File: config.mk
export PLATFORM = sky130hd
export DESIGN_NAME = eqca_top
export DESIGN_NICKNAME = d
export VERILOG_FILES = /design/src/core/eqca_pkg.sv /design/src/core/eqca_top.sv
export VERILOG_INCLUDE_DIRS = /design/src /design/src/core
export SDC_FILE = /design/constraint.sdc
export NUM_CORES = 2
export LEC_CHECK = 0
export ABC_AREA = 1
export ABC_CLOCK_PERIOD_IN_PS = 3110
export BUFFER_PORTS_ARGS = -buffer_cell sky130_fd_sc_hd__buf_2
export CORE_MARGIN = 4
export CORE_UTILIZATION = 30
export DETAILED_ROUTE_END_ITERATION = 10
export HOLD_SLACK_MARGIN = 0.06
export SLEW_MARGIN = 5
export SYNTH_ARGS = -nofsm -noshare
export SYNTH_HDL_FRONTEND = slang
export SYNTH_SLANG_ARGS = --single-unit
File: constraint.sdc
create_clock -name clock_i -period 3.11 [get_ports clock_i]
set_input_delay 0.622 -clock clock_i [delete_from_list [all_inputs] [get_ports clock_i]]
set_output_delay 0.622 -clock clock_i [all_outputs]
set_load 0.02 [all_outputs]
File: src/core/eqca_cfg.svh
// constants and register map of the equalizer coefficient access port
// Operation
// - The coefficient store is one synchronous single-port array of 52 words of 24 bits, reached by the host only through the holding, index and control registers.
// - Once the write is committed to the array, the hardware clears the write launch bit by itself.
// - A write is held back until a cycle in which the audio routines do not use the array, so they keep priority on the port.
// - On finishing a read the hardware copies the addressed word into the read holding register and clears the read launch bit at the same clock edge.
// - Word indices 0x00 to 0x18 hold channel 0 band coefficients and the 25 indices from 0x19 hold channel 1.
// - Each channel has five bands of five consecutive words in the order A1, A2, B0, B1, B2, so band one of channel 0 starts at 0x05.
// - The channel 0 prescaler sits at word 0x32 and the channel 1 prescaler at word 0x33, split into bytes like the band words.
// - The coefficient index register carries a 10-bit word index of which only 0 to 51 map onto words.
// - The read holding register is a read-only 24-bit value showing the word last fetched from the array.
`ifndef EQCA_CFG_SVH
`define EQCA_CFG_SVH
// register byte offsets
`define EQCA_OFF_WHOLD 4'h0
`define EQCA_OFF_RHOLD 4'h4
`define EQCA_OFF_INDEX 4'h8
`define EQCA_OFF_CTRL 4'hc
// access control fields
`define EQCA_BIT_WR 15
`define EQCA_BIT_RD 14
// reset values
`define EQCA_RST_WORD 24'h000000
`define EQCA_RST_HALF 16'h0000
`define EQCA_RST_BUS 32'h00000000
// coefficient map
`define EQCA_WORDS 10'd52
`define EQCA_CH0_BASE 7'h00
`define EQCA_CH1_BASE 7'h19
`define EQCA_BAND_WORDS 7'h05
`define EQCA_PRE_BASE 7'h32
`define EQCA_MAP_WORDS 7'h34
// bus answers
`define EQCA_RESP_OK 2'b00
`define EQCA_RESP_ERR 2'b10
`endif

File: src/core/eqca_pkg.sv
// types shared by the equalizer coefficient access port
package eqca_pkg;
    // audio engine request for one coefficient word
    typedef struct packed {
        logic busy;
        logic pre;
        logic chan;
        logic [2:0] band;
        logic [2:0] coef;
    } eqca_dsp_req_t;
    // access sequencer states, one-hot
    typedef enum logic [1:0] {
        EQCA_IDLE = 2'b01,
        EQCA_PEND = 2'b10
    } eqca_state_t;
endpackage

File: src/core/eqca_top.sv
// equalizer coefficient store with indirect register access over axi4-lite
`timescale 1ns/1ns
`default_nettype none
`include "eqca_cfg.svh"
module eqca_top #(
    parameter int DATA_W = 24,
    parameter int INDEX_W = 10
) (
    // clock and reset
    input wire logic clock_i,
    input wire logic rst_i,
    // axi4-lite write address and data
    input wire logic awvalid_i,
    output logic awready_o,
    input wire logic [3:0] awaddr_i,
    input wire logic wvalid_i,
    output logic wready_o,
    input wire logic [31:0] wdata_i,
    input wire logic [3:0] wstrb_i,
    // axi4-lite write response
    output logic bvalid_o,
    input wire logic bready_i,
    output logic [1:0] bresp_o,
    // axi4-lite read
    input wire logic arvalid_i,
    output logic arready_o,
    input wire logic [3:0] araddr_i,
    output logic rvalid_o,
    input wire logic rready_i,
    output logic [31:0] rdata_o,
    output logic [1:0] rresp_o,
    // audio engine coefficient port, same clock
    input wire eqca_pkg::eqca_dsp_req_t dsp_req_i,
    output logic [DATA_W-1:0] dsp_rdata_o
);
    // ****************************************************************
    // storage
    // ****************************************************************
    logic [DATA_W-1:0] mem [0:51];
    logic [DATA_W-1:0] whold_reg;
    logic [DATA_W-1:0] rhold_reg;
    logic [15:0] index_reg;
    logic [15:0] ctrl_reg;
    logic [DATA_W-1:0] dsp_rdata_reg;
    eqca_pkg::eqca_state_t state_reg;
    // ****************************************************************
    // bus registers
    // ****************************************************************
    logic aw_have_reg;
    logic w_have_reg;
    logic [3:0] aw_addr_reg;
    logic [31:0] w_data_reg;
    logic [3:0] w_strb_reg;
    logic awready_reg;
    logic wready_reg;
    logic bvalid_reg;
    logic [1:0] bresp_reg;
    logic arready_reg;
    logic rvalid_reg;
    logic [31:0] rdata_reg;
    logic [1:0] rresp_reg;
    // ****************************************************************
    // audio engine word decode
    // ****************************************************************
    // channel base plus five words per band, prescalers after both
    wire logic [6:0] dsp_chan_base;
    wire logic [6:0] dsp_idx;
    wire logic dsp_idx_ok;
    assign dsp_chan_base = dsp_req_i.chan ? `EQCA_CH1_BASE : `EQCA_CH0_BASE;
    assign dsp_idx = dsp_req_i.pre ?
        (`EQCA_PRE_BASE + {6'h00, dsp_req_i.chan}) :
        (dsp_chan_base + 7'(dsp_req_i.band) * `EQCA_BAND_WORDS
         + 7'(dsp_req_i.coef));
    // band or coefficient codes past four would alias, so they read zero
    assign dsp_idx_ok = (dsp_idx < `EQCA_MAP_WORDS)
        && (dsp_req_i.pre || (dsp_req_i.band < 3'h5 && dsp_req_i.coef < 3'h5));
    // ****************************************************************
    // host access sequencing
    // ****************************************************************
    wire logic port_free;
    wire logic idx_ok;
    wire logic [5:0] mem_idx;
    wire logic commit_wr;
    wire logic commit_rd;
    assign port_free = !dsp_req_i.busy;
    assign idx_ok = index_reg[INDEX_W-1:0] < `EQCA_WORDS;
    assign mem_idx = index_reg[5:0];
    // write goes first when both launch bits are set
    assign commit_wr = (state_reg == eqca_pkg::EQCA_PEND) && ctrl_reg[`EQCA_BIT_WR]
        && port_free;
    assign commit_rd = (state_reg == eqca_pkg::EQCA_PEND) && !ctrl_reg[`EQCA_BIT_WR]
        && ctrl_reg[`EQCA_BIT_RD] && port_free;
    // ****************************************************************
    // axi write path
    // ****************************************************************
    wire logic take_aw;
    wire logic take_w;
    wire logic do_write;
    wire logic aw_have_next;
    wire logic w_have_next;
    wire logic bvalid_next;
    wire logic [31:0] wmask;
    wire logic wr_hit_whold;
    wire logic wr_hit_index;
    wire logic wr_hit_ctrl;
    wire logic wr_mapped;
    assign take_aw = awvalid_i && awready_reg;
    assign take_w = wvalid_i && wready_reg;
    assign do_write = aw_have_reg && w_have_reg && !bvalid_reg;
    assign aw_have_next = take_aw || (aw_have_reg && !do_write);
    assign w_have_next = take_w || (w_have_reg && !do_write);
    assign bvalid_next = do_write || (bvalid_reg && !bready_i);
    assign wmask = {{8{w_strb_reg[3]}}, {8{w_strb_reg[2]}},
        {8{w_strb_reg[1]}}, {8{w_strb_reg[0]}}};
    assign wr_hit_whold = do_write && aw_addr_reg == `EQCA_OFF_WHOLD;
    assign wr_hit_index = do_write && aw_addr_reg == `EQCA_OFF_INDEX;
    assign wr_hit_ctrl = do_write && aw_addr_reg == `EQCA_OFF_CTRL;
    // the read holding register is read-only, so a write to it is refused
    assign wr_mapped = wr_hit_whold || wr_hit_index || wr_hit_ctrl;
    // ****************************************************************
    // register next values
    // ****************************************************************
    wire logic [31:0] whold_merge;
    wire logic [31:0] index_merge;
    wire logic [31:0] ctrl_merge;
    wire logic [DATA_W-1:0] whold_next;
    wire logic [15:0] index_next;
    wire logic [15:0] ctrl_next;
    wire logic set_wr;
    wire logic set_rd;
    wire logic wr_bit_next;
    wire logic rd_bit_next;
    wire logic [DATA_W-1:0] rhold_next;
    eqca_pkg::eqca_state_t state_next;
    assign whold_merge = ({8'h00, whold_reg} & ~wmask) | (w_data_reg & wmask);
    assign index_merge = ({16'h0000, index_reg} & ~wmask) | (w_data_reg & wmask);
    assign ctrl_merge = ({16'h0000, ctrl_reg} & ~wmask) | (w_data_reg & wmask);
    assign whold_next = wr_hit_whold ? whold_merge[DATA_W-1:0] : whold_reg;
    assign index_next = wr_hit_index ? index_merge[15:0] : index_reg;
    // a launch bit is only set by writing one; a set in the clearing cycle wins
    assign set_wr = wr_hit_ctrl && w_strb_reg[1] && w_data_reg[`EQCA_BIT_WR];
    assign set_rd = wr_hit_ctrl && w_strb_reg[1] && w_data_reg[`EQCA_BIT_RD];
    assign wr_bit_next = set_wr || (ctrl_reg[`EQCA_BIT_WR] && !commit_wr);
    assign rd_bit_next = set_rd || (ctrl_reg[`EQCA_BIT_RD] && !commit_rd);
    assign ctrl_next = {wr_bit_next, rd_bit_next,
        wr_hit_ctrl ? ctrl_merge[13:0] : ctrl_reg[13:0]};
    // out-of-range reads return zero rather than an aliased word
    assign rhold_next = commit_rd ? (idx_ok ? mem[mem_idx] : `EQCA_RST_WORD)
        : rhold_reg;
    // ****************************************************************
    // axi read path
    // ****************************************************************
    wire logic take_ar;
    wire logic rvalid_next;
    wire logic [31:0] rd_mux;
    wire logic rd_mapped;
    assign take_ar = arvalid_i && arready_reg;
    assign rvalid_next = take_ar || (rvalid_reg && !rready_i);
    assign rd_mux = (araddr_i == `EQCA_OFF_WHOLD) ? {8'h00, whold_reg} :
        (araddr_i == `EQCA_OFF_RHOLD) ? {8'h00, rhold_reg} :
        (araddr_i == `EQCA_OFF_INDEX) ? {16'h0000, index_reg} :
        (araddr_i == `EQCA_OFF_CTRL) ? {16'h0000, ctrl_reg} : `EQCA_RST_BUS;
    assign rd_mapped = araddr_i == `EQCA_OFF_WHOLD || araddr_i == `EQCA_OFF_RHOLD
        || araddr_i == `EQCA_OFF_INDEX || araddr_i == `EQCA_OFF_CTRL;
    // ****************************************************************
    // sequencer state
    // ****************************************************************
    always_comb
    begin
        case (state_reg)
            eqca_pkg::EQCA_IDLE: state_next = (wr_bit_next || rd_bit_next) ?
                eqca_pkg::EQCA_PEND : eqca_pkg::EQCA_IDLE;
            eqca_pkg::EQCA_PEND: state_next = (wr_bit_next || rd_bit_next) ?
                eqca_pkg::EQCA_PEND : eqca_pkg::EQCA_IDLE;
            default: state_next = eqca_pkg::EQCA_IDLE;
        endcase
    end
    // ****************************************************************
    // flip-flops
    // ****************************************************************
    // software registers and the access sequencer
    always_ff @(posedge clock_i)
    begin
        if (rst_i)
        begin
            whold_reg <= `EQCA_RST_WORD;
            rhold_reg <= `EQCA_RST_WORD;
            index_reg <= `EQCA_RST_HALF;
            ctrl_reg <= `EQCA_RST_HALF;
            state_reg <= eqca_pkg::EQCA_IDLE;
        end
        else
        begin
            whold_reg <= whold_next;
            rhold_reg <= rhold_next;
            index_reg <= index_next;
            ctrl_reg <= ctrl_next;
            state_reg <= state_next;
        end
    end
    // single port: the audio engine reads, else a committed host write lands
    always_ff @(posedge clock_i)
    begin
        if (commit_wr && idx_ok)
            mem[mem_idx] <= whold_reg;
    end
    // audio engine read data, zero while idle or out of map
    always_ff @(posedge clock_i)
    begin
        if (rst_i)
            dsp_rdata_reg <= `EQCA_RST_WORD;
        else
            dsp_rdata_reg <= (dsp_req_i.busy && dsp_idx_ok) ?
                mem[dsp_idx[5:0]] : `EQCA_RST_WORD;
    end
    // write channels of the bus slave
    always_ff @(posedge clock_i)
    begin
        if (rst_i)
        begin
            aw_have_reg <= 1'b0;
            w_have_reg <= 1'b0;
            aw_addr_reg <= 4'h0;
            w_data_reg <= `EQCA_RST_BUS;
            w_strb_reg <= 4'h0;
            awready_reg <= 1'b0;
            wready_reg <= 1'b0;
            bvalid_reg <= 1'b0;
            bresp_reg <= `EQCA_RESP_OK;
        end
        else
        begin
            aw_have_reg <= aw_have_next;
            w_have_reg <= w_have_next;
            aw_addr_reg <= take_aw ? {awaddr_i[3:2], 2'b00} : aw_addr_reg;
            w_data_reg <= take_w ? wdata_i : w_data_reg;
            w_strb_reg <= take_w ? wstrb_i : w_strb_reg;
            awready_reg <= !aw_have_next && !bvalid_next;
            wready_reg <= !w_have_next && !bvalid_next;
            bvalid_reg <= bvalid_next;
            bresp_reg <= do_write ? (wr_mapped ? `EQCA_RESP_OK : `EQCA_RESP_ERR)
                : bresp_reg;
        end
    end
    // read channels of the bus slave
    always_ff @(posedge clock_i)
    begin
        if (rst_i)
        begin
            arready_reg <= 1'b0;
            rvalid_reg <= 1'b0;
            rdata_reg <= `EQCA_RST_BUS;
            rresp_reg <= `EQCA_RESP_OK;
        end
        else
        begin
            arready_reg <= !rvalid_next && !take_ar;
            rvalid_reg <= rvalid_next;
            rdata_reg <= take_ar ? rd_mux : rdata_reg;
            rresp_reg <= take_ar ? (rd_mapped ? `EQCA_RESP_OK : `EQCA_RESP_ERR)
                : rresp_reg;
        end
    end
    // ****************************************************************
    // outputs
    // ****************************************************************
    assign awready_o = awready_reg;
    assign wready_o = wready_reg;
    assign bvalid_o = bvalid_reg;
    assign bresp_o = bresp_reg;
    assign arready_o = arready_reg;
    assign rvalid_o = rvalid_reg;
    assign rdata_o = rdata_reg;
    assign rresp_o = rresp_reg;
    assign dsp_rdata_o = dsp_rdata_reg;
    // ****************************************************************
    // checks
    // ****************************************************************
    // a committed in-range write lands the holding word at the index
    a_write_lands: assert property (@(posedge clock_i) disable iff (rst_i)
        commit_wr && idx_ok |=> mem[$past(mem_idx)] == $past(whold_reg))
        else $error("committed write did not land");
    // write launch bit drops right after its commit unless set again
    a_write_self_clear: assert property (@(posedge clock_i) disable iff (rst_i)
        commit_wr && !set_wr |=> !ctrl_reg[`EQCA_BIT_WR])
        else $error("write launch bit not cleared");
    // the audio engine keeps the port: no commit while it is busy
    a_dsp_priority: assert property (@(posedge clock_i) disable iff (rst_i)
        dsp_req_i.busy |-> !commit_wr && !commit_rd)
        else $error("host access took the port from the audio engine");
    // a pending write with an idle port commits within one cycle
    a_write_progress: assert property (@(posedge clock_i) disable iff (rst_i)
        ctrl_reg[`EQCA_BIT_WR] && !dsp_req_i.busy |-> ##[0:1] commit_wr)
        else $error("pending write stalled on an idle port");
    // a read copies the word, then its launch bit is low
    a_read_copies: assert property (@(posedge clock_i) disable iff (rst_i)
        commit_rd && idx_ok && !set_rd |=>
        rhold_reg == mem[$past(mem_idx)] && !ctrl_reg[`EQCA_BIT_RD])
        else $error("read result or launch clear wrong");
    // the read holding register moves only on a read commit
    a_rhold_stable: assert property (@(posedge clock_i) disable iff (rst_i)
        !commit_rd |=> $stable(rhold_reg))
        else $error("read holding register changed without a read");
    // out-of-range read gives zero and still clears its bit
    a_oor_read: assert property (@(posedge clock_i) disable iff (rst_i)
        commit_rd && !idx_ok && !set_rd |=> rhold_reg == `EQCA_RST_WORD
        && !ctrl_reg[`EQCA_BIT_RD])
        else $error("out-of-range read mishandled");
    // an out-of-range write must not land on the word that its low bits alias
    a_oor_write_kept: assert property (@(posedge clock_i) disable iff (rst_i)
        commit_wr && !idx_ok && {4'h0, mem_idx} < `EQCA_WORDS
        |=> mem[$past(mem_idx)] == $past(mem[mem_idx]))
        else $error("out-of-range write reached the array");
    // channel 1 band words sit in 0x19 to 0x31
    a_chan1_window: assert property (@(posedge clock_i) disable iff (rst_i)
        dsp_req_i.busy && dsp_idx_ok && dsp_req_i.chan && !dsp_req_i.pre
        |-> dsp_idx >= 7'h19 && dsp_idx <= 7'h31)
        else $error("channel 1 word outside its window");
    // band one of channel 0 starts at word 5
    a_band_start: assert property (@(posedge clock_i) disable iff (rst_i)
        !dsp_req_i.pre && !dsp_req_i.chan && dsp_req_i.band == 3'h1
        && dsp_req_i.coef == 3'h0 |-> dsp_idx == 7'h05)
        else $error("band one start misplaced");
    // prescalers at words 0x32 and 0x33
    a_prescaler_word: assert property (@(posedge clock_i) disable iff (rst_i)
        dsp_req_i.pre |-> dsp_idx == (dsp_req_i.chan ? 7'h33 : 7'h32))
        else $error("prescaler word misplaced");
endmodule
`default_nettype wire

Word level (Yosys, flattened, before mapping)
Memories as Yosys holds them, arrays and structs flattened. A register that Yosys moved wholly into a read port is not among the register bits.
Cells that the tools add are included.
{ "op_classes": {"multipliers": 1, "n_reduce_logical": 60, "magnitude_cmp": 4, "add_sub_neg": 3, "n_bitwise": 10, "n_eq_ne": 7, "muxes": 14} }
{ "ops": {"columns": ["operator", "count"], "rows": [
  ["two-way mux 24 bit", 3],
  ["bitwise AND 24 bit", 2],
  ["two-way mux 16 bit", 2],
  ["logical AND 1 bit", 29],
  ["inverter 24 bit", 1],
  ["bitwise OR 24 bit", 1],
  ["bitwise AND 16 bit", 1],
  ["bitwise OR 16 bit", 1],
  ["bitwise AND 14 bit", 1],
  ["bitwise OR 14 bit", 1],
  ["logical NOT 1 bit", 13],
  ["logical OR 1 bit", 13],
  ["two-way mux 6 bit", 2],
  ["less-than comparator 10 x 6 -> 1 bit (second input constant)", 1],
  ["== test 4 bit (second input constant)", 2],
  ["logical NOT 4 bit", 2],
  ["adder 5 x 6 -> 7 bit", 1],
  ["adder 6 x 1 -> 7 bit (first input constant)", 1],
  ["adder 7 x 3 -> 7 bit", 1],
  ["less-than comparator 7 x 6 -> 1 bit (second input constant)", 1],
  ["two-way mux 7 bit", 1],
  ["== test 2 bit (second input constant)", 3],
  ["less-than comparator 3 bit (second input constant)", 2],
  ["multiplier 3 x 3 -> 6 bit (second input constant)", 1],
  ["7 further kinds", 13]
]} }
{ "totals": {"n_memories": 1, "inputBits": 60, "elab_cells": 119, "mem_bits_rw": 1248, "register_bits": 154, "output_inout_bits": 65} }
{ "mem_list": {"columns": ["memory", "words", "width", "read_ports", "rd_clocked_by_memory_dff", "wr", "line_no", "rtl"], "rows": [
  ["mem", 52, 24, 2, 2, 1, "eqca_top.sv:39", "logic [DATA_W-1:0] mem [0:51];"]
]} }

Depth between registers and ports, before layout
{ "depth": {"ltp_word": 9, "mapped_depth": 19, "mapped_depth_nobuf": 18} }

Worst setup path before layout
No wires, ideal clock.
{ "synth_timing": {"path_type": "input-to-reg", "start": "in dsp_req_i[0] in the netlist's numbering", "end": "reg dsp_rdata_reg[7] (netlist: dsp_rdata_o[7]) (read register of mem)", "setup_slack_ps": 189, "required_time_ps": 2995, "setup_time_ps": 115, "t_arrival_ps": 2806, "n_path_buf": 2, "path_stages": 12, "cell_sequence": "fa_1 ha_1 inv_1 fa_1 nor2_2 buf_2 buf_1 nand3_1 nand3_1 nand2_1 a21oi_1 nor2_1"} }
{ "synth_via": {"elab_chain_cells": 7, "elab_cells_between_ends": 10, "classes_between": "add/sub (1); order compare (2); mux (1); bitwise (1); reduce/logical (5)"} }
{ "synth_rtl": {"columns": ["item", "line_no", "rtl"], "rows": [
  ["from (decl)", "eqca_top.sv:33", "input wire eqca_pkg::eqca_dsp_req_t dsp_req_i,"],
  ["adder 7 x 3 -> 7 bit or less-than comparator 3 bit (tied branches)", "eqca_top.sv:72, eqca_top.sv:76", null],
  ["two-way mux 7 bit or logical AND 1 bit (tied branches)", "eqca_top.sv:70, eqca_top.sv:76", null],
  ["less-than comparator 7 x 6 -> 1 bit (no source line) or logical OR 1 bit (tied branches)", null, null],
  ["logical AND 1 bit", "eqca_top.sv:75", "assign dsp_idx_ok = (dsp_idx < `EQCA_MAP_WORDS)"],
  ["logical AND 1 bit", "eqca_top.sv:213", "dsp_rdata_reg <= (dsp_req_i.busy && dsp_idx_ok) ?"],
  ["inverter 1 bit (no source line)", null, null],
  ["OR reduction 2 bit (no source line)", null, null],
  ["to (decl)", "eqca_top.sv:44", "logic [DATA_W-1:0] dsp_rdata_reg;"]
]} }
Several ways; a longest one is shown, not always the timed one.
A chain may end at the register's enable or synchronous reset.

Worst setup path in the final report
{ "layout_timing": {"start": "in dsp_req_i[3] in the netlist's numbering", "end": "reg dsp_rdata_reg[16] (netlist: dsp_rdata_o[16]) (read register of mem)"} }
{ "layout_via": {"elab_chain_cells": 9, "elab_cells_between_ends": 12, "classes_between": "add/sub (2); mul (1); order compare (2); mux (1); bitwise (1); reduce/logical (5)"} }
{ "layout_rtl": {"columns": ["item", "line_no", "rtl"], "rows": [
  ["multiplier 3 x 3 -> 6 bit (no source line)", null, null],
  ["adder 5 x 6 -> 7 bit (no source line)", null, null],
  ["adder 7 x 3 -> 7 bit", "eqca_top.sv:72", "(dsp_chan_base + 7'(dsp_req_i.band) * `EQCA_BAND_WORDS"],
  ["two-way mux 7 bit", "eqca_top.sv:70", "assign dsp_idx = dsp_req_i.pre ?"],
  ["less-than comparator 7 x 6 -> 1 bit (no source line)", null, null],
  ["logical AND 1 bit", "eqca_top.sv:75", null],
  ["logical AND 1 bit", "eqca_top.sv:213", null],
  ["inverter 1 bit (no source line)", null, null],
  ["OR reduction 2 bit (no source line)", null, null]
]} }
Several ways; a longest one is shown, not always the timed one.

==> flow_summary.toml <==
[setup_path]
cp_max_fo = 23
worstSetupStartpointType = "input pin"
arrival_ns = 3.60
crit_type = "input pin to flop"
required_ns = 3.81
r2r-end = "rhold_reg[0]$_SDFFE_PP0P_"
reg2reg_setup_slack_ns = 0.35
startpoint = "dsp_req_i[3]"
cp-end-kind = "flop"
reg2reg_depth = 12
endpoint = "dsp_rdata_o[16]$_SDFF_PP0_"

[detailed_routing]
dr.pass1.iters = 11
drtIter0Drc = 7102
vias = 60900
routed_via_density = 5.26
ant_nets = 0
drc = 0
post_drt_wl_per_cell_um = 21.1
wirelength_um = 245000

[synthesis]
synth.avg_cell_area_um2 = 8.61
synthSimpleGateAreaFrac_pct = 27.9
syn_area_um2 = 70600
yosysSeqAreaShare_pct = 58.0
synth-seq-cells = 1422
synth_fa_ha_area_share_pct = 0.244
synth_top_family_by_area = "simple AND/OR/NAND/NOR gates"
synth_cell_type_count = 38
ys_warn_count = 0
synth-compound-area-share_pct = 7.11
syn-instance-count = 8206
synthXorXnorAreaFrac_pct = 0
post_synth_mux_area_share_pct = 0

[floorplanning]
num_rows = 177
chipHeight_um = 493
dieArea_um2 = 243000
core_area_um2 = 233000
pin_count = 125
die_x_um = 493
start_util_pct = 30.3

[sta]
max_freq_ghz = 0.346
post-route-period-util_pct = 93.0
period_needed_ns = 2.89
max_slew_margin_pct = 19.4
rsz0062_at_grt = "false"
hold_viol = 0
worst_pin_slew_ns = 1.21
fin_skew_ns = 0.0315
layout_setup_ws_ns = 0.217
fin_hold_ws_ns = 0.0942
setup_viol = 0
drv_slew = 0

[clock_tree]
ctsRootBufferMaster = "clkbuf_16"
ctsHtreeMaxLevel = 4
cts_sinks = 1422
cts_inserted_buffers = 157
postCtsSetupRepairBufs = 0
postCtsHoldBufs = 21
clk_latency_ns = 0.83
cts_resized = 0
cts_buffer_depth = 3
clk_pin_slew_ns = 0.06
cts_tree = "yes"

[power_and_ir_drop]
seq_power_share_pct = 47.0
p_leak_nw = 32.5
power_switching_mw = 11.6
ir_worst_vdd_v = 0.000623
power_frac_clock_pct = 40.7
power_density_nw_per_um2 = 531
p_sw_share_pct = 26.4
intPower_mw = 32.3
power_frac_comb_pct = 12.2

[job]
drv_cap = 0

[global_route]
grt_pass1_wl_um = 366000
grt-ovfl-total = 0
grt_max_degree = 108
antenna_found_initial = 4
grt_pass1_vias = 58800
grtUsageTotal_pct = 19.5

[finish]
nFillCells = 23300
area_growth_pct = 17.1
largest_reg_flops = 1248
fin_nets = 8383
diodes = 0
multi_input_area_um2 = 25200
ff_latch_area_um2 = 41000
layout_commonest_cell = "nand2_1"
final_cell_mix = "nand2_1 (2866), nand3_1 (1371), edfxtp_1 (1248)"
drive_above_1_share_pct = 9.76
regMostFlops = "mem"

[worst_hold_path]
hp-class = "input pin to flop"

[placement]
io_buffers = 103
preCtsSetupSlack_ns = -0.492
dp_hpwl_um = 152000
gp_congestion = 0.870

[run_status]
status = "complete, no violations"
-- worst max-delay path: stages --
cell and delay (ns):
buf_2 0.12, ha_1 0.31, ha_1 0.31, inv_1 0.06, fa_1 0.38, inv_1 0.06
nand2_1 0.06, nand3_1 0.08, buf_4 0.16, buf_4 0.13, inv_2 0.07, nand2_1 0.21
inv_1 0.13, buf_12 0.21, nand2_1 0.10, nand3_1 0.19, nor2_1 0.30, nor2_1 0.08
-- kinds of logic after synthesis --
| family | after synthesis |
|---|---|
| other | 1 |
| flip-flops | 1422 |
| adder cells (fa/ha/maj) | 12 |
| AND/OR/NAND/NOR | 4766 |
| AO/OA/AOI/OAI | 850 |
| buffers and inverters | 1155 |
-- stage by stage --
step                instance area, um^2  setup TNS, ns  utilization, %  cells  total power [mW]
floorplan                         70700              0               -   8215              24.0
global placement                  77600         -10.06            33.2  11300              26.3
detailed placement                77600          -9.66            33.2  11300              26.3
CTS                               82700              0            35.4  11600              44.0
global route                      82700              0            35.4  11600              45.4
finish                            82700              0            35.4  11600              43.9
-- cell type report --
class | count | share of cell area [%]
tap | 3132 | 4.74
inverter | 573 | 2.64
clock buffer | 213 | 5.21
multi-input combinational | 5638 | 30.4
clock inverter | 74 | 0.726
sequential | 1422 | 49.6
timing repair buffer | 519 | 6.70
-- per-layer routing --
| metal | track usage, % | part of all wire, % | up-vias |
|---|---|---|---|
| li1 | - | - | 27800 |
| met1 | 26.4 | 41 | 29000 |
| met2 | 31.0 | 45 | 3481 |
| met3 | 3.51 | 9.9 | 606 |
| met4 | 7.64 | 3.7 | 0 |
| met5 | 0 | 0 | - |
-- cells in the mapped netlist --
cell type / count / area share (%)
a21oi_2: 1 / 0.012
inv_4: 1 / 0.0089
o211ai_1: 186 / 2.0
dfxtp_1: 174 / 4.9
inv_2: 18 / 0.096
nor3_1: 4 / 0.028
nand3_1: 1372 / 9.7
clkbuf_1: 211 / 1.1
o221ai_1: 72 / 0.89
buf_2: 242 / 1.7
a31oi_1: 16 / 0.14
fa_1: 3 / 0.085
o21ai_1: 75 / 0.53
a21oi_1: 143 / 1.0
and2_1: 1 / 0.0089
nor4_1: 1 / 0.0089
edfxtp_1: 1248 / 53
nand2_2: 2 / 0.018
buf_6: 7 / 0.11
nand2_1: 2866 / 15
or2_2: 5 / 0.044
nor2_1: 508 / 2.7
nor2_4: 1 / 0.016
clkinv_1: 2 / 0.011
o21ai_0: 353 / 2.5
nor3_4: 2 / 0.046
clkbuf_2: 1 / 0.0071
ha_1: 9 / 0.16
o22ai_1: 2 / 0.018
a21boi_0: 1 / 0.011
nor2_2: 1 / 0.0089
buf_4: 21 / 0.22
a211oi_1: 1 / 0.011
buf_1: 100 / 0.53
nor4_2: 2 / 0.035
inv_1: 552 / 2.9
nor3_2: 1 / 0.014
conb_1: 1 / 0.0053
-- power by group through the flow --
stage	Clock [mW]	Combinational, mW	Sequential (mW)
finish	17.9	5.38	20.7
floorplan	0	2.95	21.1
CTS	18.1	5.30	20.7
detailed placement	0	5.26	21.1
global placement	0	5.24	21.1
global route	18.9	5.82	20.6
-- worst min path at each step --
stage	from	endpoint	slack, ns	cells after the start
finish	wdata_i[18]	w_data_reg[18]$_SDFFE_PP0P_	0.09	3
CTS	wdata_i[23]	w_data_reg[23]$_SDFFE_PP0P_	0.06	3
global route	wdata_i[18]	w_data_reg[18]$_SDFFE_PP0P_	0.1	3
floorplan	flop	flop	0.43	2
detailed placement	flop	flop	0.45	2
global placement	flop	flop	0.44	2
Power figures use the tool's default switching activity.
